<file path="src/common/plo_pkg.sv">
package plo_pkg;

	// ------------------------------------------------------------
	// Lane geometry
	// ------------------------------------------------------------
	localparam int LANES         = 32;
	localparam int OPTICAL_LANES = 16;
	localparam int CHANNELS      = LANES / 2;
	localparam int DT_WIDTH      = 16;

	// ------------------------------------------------------------
	// Reset values
	// ------------------------------------------------------------
	localparam logic [DT_WIDTH-1:0] DEAD_TIME_RESET = 16'h0000;
	localparam logic [LANES-1:0]    LANES_BLOCKED   = 32'h0000_0000;

	// Channel configuration; complementary is the value out of reset.
	typedef enum logic [2:0] {
		PLO_MODE_COMPL  = 3'h1,
		PLO_MODE_ACTIVE = 3'h2,
		PLO_MODE_INDEP  = 3'h4
	} plo_mode_e;

	typedef struct packed {
		logic [LANES-1:0]    lane;
		logic [OPTICAL_LANES-1:0] optic;
		logic                fault;
	} plo_out_s;

	typedef struct packed {
		plo_out_s                           out;
		logic [CHANNELS-1:0][DT_WIDTH-1:0]  dt_count;
		logic [CHANNELS-1:0]                prev_ref;
	} plo_state_s;

endpackage

</file>
<file path="src/hdl/plo_lane_output.sv">
`timescale 1ns/1ps

// How it works
// - Lanes zero to fifteen also drive the optical transmitter outputs.
// - Thirty-two electrical lanes: 0-15 first connector, 16-31 second connector.
// - After reset, pairs of lanes form channels in complementary mode.
// - Complementary mode drives inverse gates with dead time, never both high.
// - Authorization mode: switching waveform on one lane, enable level on other.
// - Independent mode: each lane follows its own modulator, no dead time.
// - Software-written dead time applies to both transitions of a pair.
// - Optical and electrical copies of a lane carry the same state.
// - A protection trip blocks all lanes at once and enters fault state.
module plo_lane_output
	import plo_pkg::*;
#(
	parameter int DT_W = DT_WIDTH
) (
	// Clock and reset
	input  wire logic                clock,
	input  wire logic                reset,
	// Configuration
	input  wire plo_mode_e           mode,
	input  wire logic [DT_W-1:0]     dead_time,
	// Modulator results
	input  wire logic [LANES-1:0]    modulator,
	input  wire logic [CHANNELS-1:0] authorize,
	// Protection
	input  wire logic                trip,
	input  wire logic                fault_clear,
	// Lane outputs
	output logic [LANES-1:0]         elec_lane,
	output logic [OPTICAL_LANES-1:0] optic_lane,
	output logic                     fault
);

	// ------------------------------------------------------------
	// State
	// ------------------------------------------------------------
	plo_state_s state;
	plo_state_s next_state;
	logic [LANES-1:0] lane_raw;
	logic             fault_now;

	// The trip is combinational into the blocking so the outputs fall on
	// the very edge after the trip, with no extra register stage.
	assign fault_now = state.out.fault || trip;

	always_comb begin
		next_state = state;
		lane_raw   = LANES_BLOCKED;
		for (int k = 0; k < CHANNELS; k++) begin
			case (mode)
				PLO_MODE_COMPL: begin
					// restart dead time on either edge
					if (modulator[2*k] != state.prev_ref[k]) begin
						next_state.dt_count[k] = DT_WIDTH'(dead_time);
					end else if (state.dt_count[k] != '0) begin
						next_state.dt_count[k] = state.dt_count[k] - DT_WIDTH'(1'b1);
					end
					// both low while dead time runs
					if (next_state.dt_count[k] == '0) begin
						lane_raw[2*k]   = modulator[2*k];
						lane_raw[2*k+1] = ~modulator[2*k];
					end
				end
				PLO_MODE_ACTIVE: begin
					lane_raw[2*k]          = modulator[2*k] & authorize[k];
					lane_raw[2*k+1]        = authorize[k];
					next_state.dt_count[k] = '0;
				end
				default: begin
					lane_raw[2*k]          = modulator[2*k];
					lane_raw[2*k+1]        = modulator[2*k+1];
					next_state.dt_count[k] = '0;
				end
			endcase
			next_state.prev_ref[k] = modulator[2*k];
		end
		if (fault_now) begin
			next_state.out.lane  = LANES_BLOCKED;
			next_state.out.fault = !fault_clear || trip;
		end else begin
			next_state.out.lane = lane_raw;
		end
		next_state.out.optic = next_state.out.lane[OPTICAL_LANES-1:0];
	end

	// Reset leaves no dead time pending, so the first edge after release
	// already drives each pair as complementary mode asks.
	localparam plo_state_s STATE_RESET = '{
		out:      '{
			lane:  LANES_BLOCKED,
			optic: LANES_BLOCKED[OPTICAL_LANES-1:0],
			fault: 1'b0
		},
		dt_count: {CHANNELS{DEAD_TIME_RESET}},
		prev_ref: '0
	};

	always_ff @(posedge clock) begin
		if (reset) begin
			state <= STATE_RESET;
		end else begin
			state <= next_state;
		end
	end

	// ------------------------------------------------------------
	// Outputs
	// ------------------------------------------------------------
	// all thirty-two lanes
	assign elec_lane  = state.out.lane;
	assign optic_lane = state.out.optic;
	assign fault      = state.out.fault;

	// ------------------------------------------------------------
	// Checks
	// ------------------------------------------------------------
	a_optic_mirror: assert property (
		@(posedge clock) disable iff (reset) optic_lane == elec_lane[OPTICAL_LANES-1:0])
		else $error("optical lane differs from electrical lane");

	a_optic_low: assert property (
		@(posedge clock) disable iff (reset) !elec_lane[0] |-> !optic_lane[0])
		else $error("optical lane zero high while electrical low");

	a_no_overlap: assert property (
		@(posedge clock) disable iff (reset)
		$past(mode) == PLO_MODE_COMPL |-> !(elec_lane[0] && elec_lane[1]))
		else $error("complementary lanes both high");

	a_trip_blocks: assert property (
		@(posedge clock) disable iff (reset) trip |=> (elec_lane == '0) && fault)
		else $error("trip did not block lanes");

	a_fault_holds: assert property (
		@(posedge clock) disable iff (reset) fault && !fault_clear |=> fault)
		else $error("fault dropped without clear");

	a_indep_follow: assert property (
		@(posedge clock) disable iff (reset)
		mode == PLO_MODE_INDEP && !fault_now |=> elec_lane[31] == $past(modulator[31]))
		else $error("independent lane did not follow modulator");

	a_auth_level: assert property (
		@(posedge clock) disable iff (reset)
		mode == PLO_MODE_ACTIVE && !fault_now |=> elec_lane[1] == $past(authorize[0]))
		else $error("authorization lane wrong");

	a_dead_time: assert property (
		@(posedge clock) disable iff (reset)
		mode == PLO_MODE_COMPL && dead_time != '0 && !fault_now
		&& $rose(modulator[0]) |=> !elec_lane[0])
		else $error("high side rose without dead time");

	a_reset_blocked: assert property (
		@(posedge clock) $past(reset) |-> elec_lane == '0 && !fault)
		else $error("lanes not blocked after reset");

	a_high_lane: assert property (
		@(posedge clock) disable iff (reset)
		mode == PLO_MODE_INDEP && !fault_now |=> elec_lane[16] == $past(modulator[16]))
		else $error("second connector lane wrong");

	a_even_lead: assert property (
		@(posedge clock) disable iff (reset)
		mode == PLO_MODE_ACTIVE && !fault_now |=> elec_lane[0] == $past(modulator[0] & authorize[0]))
		else $error("even lane is not the switching lane");

	// ------------------------------------------------------------
	// Dead time, complementary, authorization, independent, fault and reset checks
	// ------------------------------------------------------------
	a_compl_hold: assert property (
		@(posedge clock) disable iff (reset)
		mode == PLO_MODE_COMPL && !fault_now && next_state.dt_count[0] != '0
		|=> !elec_lane[0] && !elec_lane[1])
		else $error("complementary pair high during dead time");

	a_compl_inverse: assert property (
		@(posedge clock) disable iff (reset)
		mode == PLO_MODE_COMPL && !fault_now && next_state.dt_count[0] == '0
		|=> elec_lane[0] == $past(modulator[0]) && elec_lane[1] == !$past(modulator[0]))
		else $error("complementary lanes not inverse");

	a_fall_dead: assert property (
		@(posedge clock) disable iff (reset)
		mode == PLO_MODE_COMPL && dead_time != '0 && !fault_now
		&& $fell(modulator[0]) |=> !elec_lane[1])
		else $error("low side rose without dead time");

	a_dead_reload: assert property (
		@(posedge clock) disable iff (reset)
		mode == PLO_MODE_COMPL && modulator[0] != state.prev_ref[0]
		|=> state.dt_count[0] == $past(dead_time))
		else $error("dead time not reloaded on edge");

	a_auth_top: assert property (
		@(posedge clock) disable iff (reset)
		mode == PLO_MODE_ACTIVE && !fault_now |=> elec_lane[31] == $past(authorize[15]))
		else $error("top authorization lane wrong");

	a_auth_blocks: assert property (
		@(posedge clock) disable iff (reset)
		mode == PLO_MODE_ACTIVE && !authorize[15] && !fault_now |=> !elec_lane[30])
		else $error("switching lane ran without authorization");

	a_second_conn: assert property (
		@(posedge clock) disable iff (reset)
		mode == PLO_MODE_ACTIVE && !fault_now |=> elec_lane[17] == $past(authorize[8]))
		else $error("second connector authorization lane wrong");

	a_indep_all: assert property (
		@(posedge clock) disable iff (reset)
		mode == PLO_MODE_INDEP && !fault_now |=> elec_lane == $past(modulator))
		else $error("independent lanes did not follow modulators");

	a_fault_lanes: assert property (
		@(posedge clock) disable iff (reset)
		fault |-> elec_lane == '0 && optic_lane == '0)
		else $error("lanes active in fault state");

	a_fault_clears: assert property (
		@(posedge clock) disable iff (reset)
		fault && fault_clear && !trip |=> !fault)
		else $error("fault did not clear");

	a_reset_optic: assert property (
		@(posedge clock) $past(reset) |-> optic_lane == '0)
		else $error("optical lanes not blocked after reset");

endmodule

</file>
<file path="config.mk">
export PLATFORM = sky130hd
export DESIGN_NAME = plo_lane_output
export DESIGN_NICKNAME = d
export VERILOG_FILES = /design/src/common/plo_pkg.sv /design/src/hdl/plo_lane_output.sv
export SDC_FILE = /design/constraint.sdc
export NUM_CORES = 1
export LEC_CHECK = 0
export BUFFER_PORTS_ARGS = -buffer_cell sky130_fd_sc_hd__buf_2
export CAP_MARGIN = 20
export CORE_ASPECT_RATIO = 0.9
export CORE_UTILIZATION = 60
export CTS_BUF_LIST = sky130_fd_sc_hd__clkbuf_4
export DETAILED_ROUTE_END_ITERATION = 16
export HOLD_SLACK_MARGIN = 0.05
export PLACE_DENSITY_LB_ADDON = 0.1
export SLEW_MARGIN = 10
export SYNTH_ARGS = -nofsm -noshare
export SYNTH_HDL_FRONTEND = slang
export SYNTH_SLANG_ARGS = --single-unit
</file>
<file path="constraint.sdc">
create_clock -name clock -period 8.6 [get_ports clock]
set_clock_uncertainty 0.2 [all_clocks]
set_input_delay 0.43 -clock clock [delete_from_list [all_inputs] [get_ports clock]]
set_output_delay 0.43 -clock clock [all_outputs]
set_load 0.05 [all_outputs]
</file>
Yosys cells after proc, flatten, opt, wreduce, memory -nomap -nowiden
Index checks and enable logic that the tools add are counted.
{"block": "classes", "addsub": 16, "n_eq_ne": 18, "muxes": 80, "bitwise": 33, "n_reduce_logical": 37}
{"cell": "$mux W16", "n": 48}
{"cell": "$logic_not A16 Y1", "n": 16}
{"cell": "$reduce_bool A16 Y1", "n": 16}
{"cell": "$sub A16 B1 Y16 const B", "n": 16}
{"cell": "$pmux W2 S2", "n": 16}
{"cell": "$mux W2", "n": 16}
{"cell": "$not A1 Y1", "n": 17}
{"cell": "$and A1 B1 Y1", "n": 16}
{"cell": "$ne A1 B1 Y1", "n": 16}
{"cell": "$reduce_or A2 Y1", "n": 2}
{"cell": "$eq A3 B1 Y1 const B", "n": 1}
{"cell": "$eq A3 B2 Y1 const B", "n": 1}
{"cell": "$logic_or A1 B1 Y1", "n": 2}
{"cell": "$logic_not A1 Y1", "n": 1}
{"block": "word_totals", "reg_bits": 305, "input_bits": 71, "out_inout_bits": 49, "elab_cells": 204}

Longest topological paths before layout
{"block": "logic_depth", "depth_word": 7, "ltp_mapped": 11, "depth_no_buf": 10}

Worst setup path after synthesis
OpenSTA, ideal clock, no wires.
{"block": "synth_timing", "path_type": "register to register", "startpoint": "reg state[86] (netlist name)", "endpoint": "reg state, in the netlist elec_lane[9]", "setup_ns": 0.075, "arrival_ns": 2.990, "required_ns": 8.325, "setup_slack_ns": 5.335, "stages_incl_launch_ff": 11, "n_path_buf": 2, "synth_period_minus_slack_ns": 3.265, "path_cell_list": "dfxtp_1 buf_6 or4_4 buf_6 or3_4 nor3_1 mux2i_1 o21ai_1 or4_1 or4_1 o22ai_1"}
{"block": "synth_between", "elab_chain_len": 7, "word_cells_on_any_way": 8, "cone_classes": "add/sub: 1; mux: 5; reduce/logical: 2"}
{"element": "from (decl)", "line_no": "plo_lane_output.sv:39", "text": "plo_state_s state;"}
{"element": "from (signal assigned)", "line_no": "plo_lane_output.sv:104", "text": "state <= next_state;"}
{"element": "$sub A16 B1 Y16 / $reduce_bool A16 Y1 (equally long branches)", "line_no": "plo_lane_output.sv:58, plo_lane_output.sv:57"}
{"element": "$mux W16 *", "line_no": "plo_lane_output.sv:57", "text": "end else if (state.dt_count[k] != '0) begin"}
{"element": "$mux W16 *", "line_no": "plo_lane_output.sv:55", "text": "if (modulator[2*k] != state.prev_ref[k]) begin"}
{"element": "$mux W16 *", "line_no": "plo_lane_output.sv:52", "text": "case (mode)"}
{"element": "$logic_not A16 Y1 *", "line_no": "plo_lane_output.sv:61", "text": "if (next_state.dt_count[k] == '0) begin"}
{"element": "$mux W2 *", "line_no": "plo_lane_output.sv:61"}
{"element": "$pmux W2 S2 *", "line_no": "plo_lane_output.sv:52"}
Every way passes the cells marked *; elsewhere a longest branch is shown, timed or not. The select of a mux whose other input is x is not followed.
A chain may end at the register's enable or synchronous reset.

Final worst setup path
{"block": "layout_timing", "startpoint": "in reset", "endpoint": "reg state, in the netlist elec_lane[29]"}
{"block": "layout_between", "elab_chain_len": 1}
{"element": "from (decl)", "line_no": "plo_lane_output.sv:20", "text": "input wire logic reset,"}
{"element": "$reduce_or A2 Y1 (no source line)"}
No other way between the ends.

==> qor.txt <==
===============================================================================
Status                                                                completed
Starting Density                                                          61.7%
Final instance area                                                0.0210 sq mm
TritonCTS Sinks                                                             305
Number of ports placed on the die boundary                                  120
Clock tree root driver cell                                        sky130_fd_sc_hd__clkbuf_4
Aggregate routed wire length                                          60,400 um
Worst-Skew Late Latency                                                 0.73 ns
Worst setup slack for register-to-register paths                        4.59 ns
Number of flops mapped to enable cells by yosys                               0
Proportion of synthesized chip area in sequential cells                   32.6%
Final standard cell utilization of the core                               69.2%
TritonRoute pass-1 iters                                                      5
Max cap viols                                                                 0
Port Buffer Count                                                           119
CTS tree                                                                    yes
Remaining antenna violation count                                             0
Sort of element at the start of the critical path                  primary input
Clock-pin slew on the worst setup and hold paths                        0.07 ns
Register-to-Register Path Depth                                               9
Synthesized net count                                                     2,525
CTS H-tree depth                                                              3
Worst hold-check slack                                                 0.121 ns
Tmin final                                                              4.14 ns
End of the worst register-to-register path                         elec_lane[7]
Number of standard cells after synthesis                                  2,438
Hold path startpoint                                               dead_time[6]
Mean cell area of the mapped netlist                                 7.68 sq um
Initial antenna violation count                                               1
Highest net fanout along the worst path                                      21
Average vias per placed instance                                           6.45
Final setup fails                                                             0
Headroom to the max-slew limit                                            24.7%
Routing usage on met2                                                     56.2%
Global-route total usage across every layer                               37.0%
Arr. time, crit path                                                    4.58 ns
Slew at the pin closest to its max-slew limit                           1.13 ns
Number of global-route vias before repair                                17,900
Final setup margin                                                      4.46 ns
DP Worst Slack                                                          4.93 ns
Worst Path Required                                                     9.04 ns
M1 GR Usage                                                               50.2%
Busiest layer in global routing                                            met2
Die boundary width                                                       188 um
Synthesized cell area                                              0.0187 sq mm
Final sum of negative setup slack                                          0 ns
Cell Area, Placed                                                  0.0193 sq mm
Post-CTS Setup Repair Bufs                                                    0
Capture endpoint of the worst hold path                              state[246]
Worst vdd rail ir drop                                                 0.120 mV
Power density over the cells                                        187 mW/mm^2
Async S/R FF share, synth                                                    0%
Peak clock frequency supported by timing                                241 MHz
DRC errors left                                                               0
Count of cell types in the netlist                                           94
Worst hold-check path type                                         primary input to register
Number of endpoints with negative hold slack in the final report              0
Layout net count                                                          2,653
Proportion of layout cells with a drive suffix above 1                    12.8%
First-pass GRT wire length                                            94,600 um
HPWL after detailed placement                                         37,400 um
Overall overflow remaining after global route                                 0
Pin count of the biggest net entering global routing                        103
Most instantiated flip-flop cell in the synthesis netlist          sky130_fd_sc_hd__dfxtp_1
Cell depth of the worst min-delay path                                        4
Leakage Power                                                        0.00900 uW
Mean routed wirelength per cell                                         19.9 um
Global routing usage on met3                                              6.72%
Number of standard-cell rows in the floorplan                                60
Crit path capture type                                                 register
Worst Path Class, Setup                                            primary input to register
Die height                                                               170 um
Core outline area                                                  0.0303 sq mm
Routed via count                                                         19,600
RSZ-0062 raised after global routing                                      false
Die Area                                                           0.0319 sq mm
Maximum clock path buffer count                                               3
Synthesized flop and latch total                                            305
Launch instance of the worst register-to-register path                state[67]
Area Overhead vs Synth                                                    12.1%
First-iteration detailed-routing DRC count                                2,103
Final number of max-transition violations                                     0
Total number of yosys warnings                                                0
Num CTS Buffers                                                              82
Placer's final routability congestion estimate                            0.967
Part of the cycle the worst path needs                                    48.2%
===============================================================================
[cells in the final DEF, fill, tap and decap left out, types with 56 or more instances in the layout]
master                          count
sky130_fd_sc_hd__a21oi_1          136
sky130_fd_sc_hd__nor4_1            72
sky130_fd_sc_hd__nor2_1           318
sky130_fd_sc_hd__nand2_1          197
sky130_fd_sc_hd__dlygate4sd3_1     61
sky130_fd_sc_hd__clkbuf_4         116
sky130_fd_sc_hd__inv_1             56
sky130_fd_sc_hd__o21ai_0          109
sky130_fd_sc_hd__dfxtp_1          305
sky130_fd_sc_hd__xnor2_1           67
sky130_fd_sc_hd__buf_2            119
sky130_fd_sc_hd__and2_1            84
sky130_fd_sc_hd__a211oi_1          64
sky130_fd_sc_hd__nor3_1           115
[what timing repair did]
item / CTS / global route
hold buffers: 61 / 0
gates resized for setup: 0 / 0
hold endpoints to repair: 60 / 0
[cell usage after synthesis (7+ instances only)]
cell	instances	area share, %
sky130_fd_sc_hd__o31a_1	13	0.61
sky130_fd_sc_hd__nand4_1	38	1.3
sky130_fd_sc_hd__ha_1	16	1.1
sky130_fd_sc_hd__clkbuf_1	116	2.3
sky130_fd_sc_hd__nor3b_1	16	0.64
sky130_fd_sc_hd__and3_1	18	0.60
sky130_fd_sc_hd__a22oi_1	18	0.72
sky130_fd_sc_hd__nor2b_1	26	0.87
sky130_fd_sc_hd__nand4b_1	8	0.37
sky130_fd_sc_hd__nand2b_1	11	0.37
sky130_fd_sc_hd__nor2_1	321	6.4
sky130_fd_sc_hd__a211oi_1	64	2.6
sky130_fd_sc_hd__dfxtp_1	305	33
sky130_fd_sc_hd__a21oi_1	136	3.6
sky130_fd_sc_hd__nor3_1	115	3.1
sky130_fd_sc_hd__or3_1	33	1.1
sky130_fd_sc_hd__a31oi_1	36	1.2
sky130_fd_sc_hd__o211ai_1	13	0.52
sky130_fd_sc_hd__o41ai_1	7	0.33
sky130_fd_sc_hd__xor2_1	38	1.8
sky130_fd_sc_hd__or4b_1	8	0.43
sky130_fd_sc_hd__and4_1	14	0.65
sky130_fd_sc_hd__nor4_1	72	2.4
sky130_fd_sc_hd__nand3_1	55	1.5
sky130_fd_sc_hd__a311oi_1	9	0.42
sky130_fd_sc_hd__mux2i_1	45	2.4
sky130_fd_sc_hd__o21ai_1	22	0.59
sky130_fd_sc_hd__xnor2_1	71	3.3
sky130_fd_sc_hd__nand2_1	197	3.9
sky130_fd_sc_hd__and2_1	84	2.8
sky130_fd_sc_hd__buf_4	49	2.0
sky130_fd_sc_hd__o211a_1	12	0.64
sky130_fd_sc_hd__or4_1	40	1.6
sky130_fd_sc_hd__a211o_1	7	0.33
sky130_fd_sc_hd__o21ai_0	109	2.9
sky130_fd_sc_hd__a21boi_1	12	0.48
sky130_fd_sc_hd__o31ai_1	23	0.92
sky130_fd_sc_hd__nor4b_1	21	0.98
sky130_fd_sc_hd__nand3b_1	12	0.48
sky130_fd_sc_hd__or2_2	10	0.33
sky130_fd_sc_hd__inv_1	56	1.1
sky130_fd_sc_hd__o22ai_1	23	0.77
sky130_fd_sc_hd__a2111oi_0	9	0.42
[cell families after synthesis]
group / Yosys count / share of synthesized area [%]
and+or+nand+nor: 1130 / 31.5
buffers and inverters: 232 / 5.91
AOI/OAI and AO/OA: 590 / 20.8
muxes: 56 / 3.08
adders and majority gates: 16 / 1.07
DFF: 305 / 32.6
xor gates and xnor gates: 109 / 5.10
[registers in the layout, indices dropped and copies added, names as in the netlist]
| name | count |
|---|---|
| fault | 1 |
| elec_lane | 32 |
| state | 272 |
[routing by layer]
layer | part of all wire [%] | vias to the layer above
met5 | 0 | -
met4 | 4.4 | 0
met3 | 11 | 193
met2 | 43 | 1073
met1 | 42 | 9055
li1 | - | 9229
[final cells by class]
class	count	area, sq um
well taps	403	504
diodes	2	5.00
fillers	2629	9340
clock buffers	116	871
repair buffers	220	1530
flip-flops and latches	305	6110
inverters	56	210
clock inverters	30	199
multi-input cells	1901	11600
[stage by stage]
step           total power, uW  std cells
5_1_grt                   4120       3033
3_3_place_gp              2530       2822
6_report                  3920       3033
3_5_place_dp              2550       2822
4_1_cts                   3920       3029
2_1_floorplan             2300       2438
[worst max path at each step]
stage / endpoint / slack, ns / from / depth (start not counted)
3_3_place_gp: elec_lane[24] / 5.07 / reset / 7
6_report: elec_lane[29] / 4.46 / reset / 10
5_1_grt: elec_lane[17] / 4.37 / state[144] / 11
3_5_place_dp: elec_lane[29] / 4.93 / reset / 8
2_1_floorplan: elec_lane[9] / 5.33 / state[86] / 10
4_1_cts: elec_lane[29] / 4.59 / reset / 10
[worst max-delay path, cell delays in order]
cell and delay (ns):
sky130_fd_sc_hd__dlygate4sd3_1 0.54, sky130_fd_sc_hd__buf_2 0.35, sky130_fd_sc_hd__nor3_1 0.77, sky130_fd_sc_hd__nand2_1 0.71, sky130_fd_sc_hd__a211oi_1 0.40, sky130_fd_sc_hd__nand4_1 0.13, sky130_fd_sc_hd__nor4_1 0.31, sky130_fd_sc_hd__nand4_1 0.18
sky130_fd_sc_hd__o22ai_1 0.16, sky130_fd_sc_hd__dlygate4sd3_1 0.56
[power by group]
part,switching (uW),internal (uW)
logic,678,411
registers,36.6,1450
clock network,632,713
(Power assumes the default switching activity.)
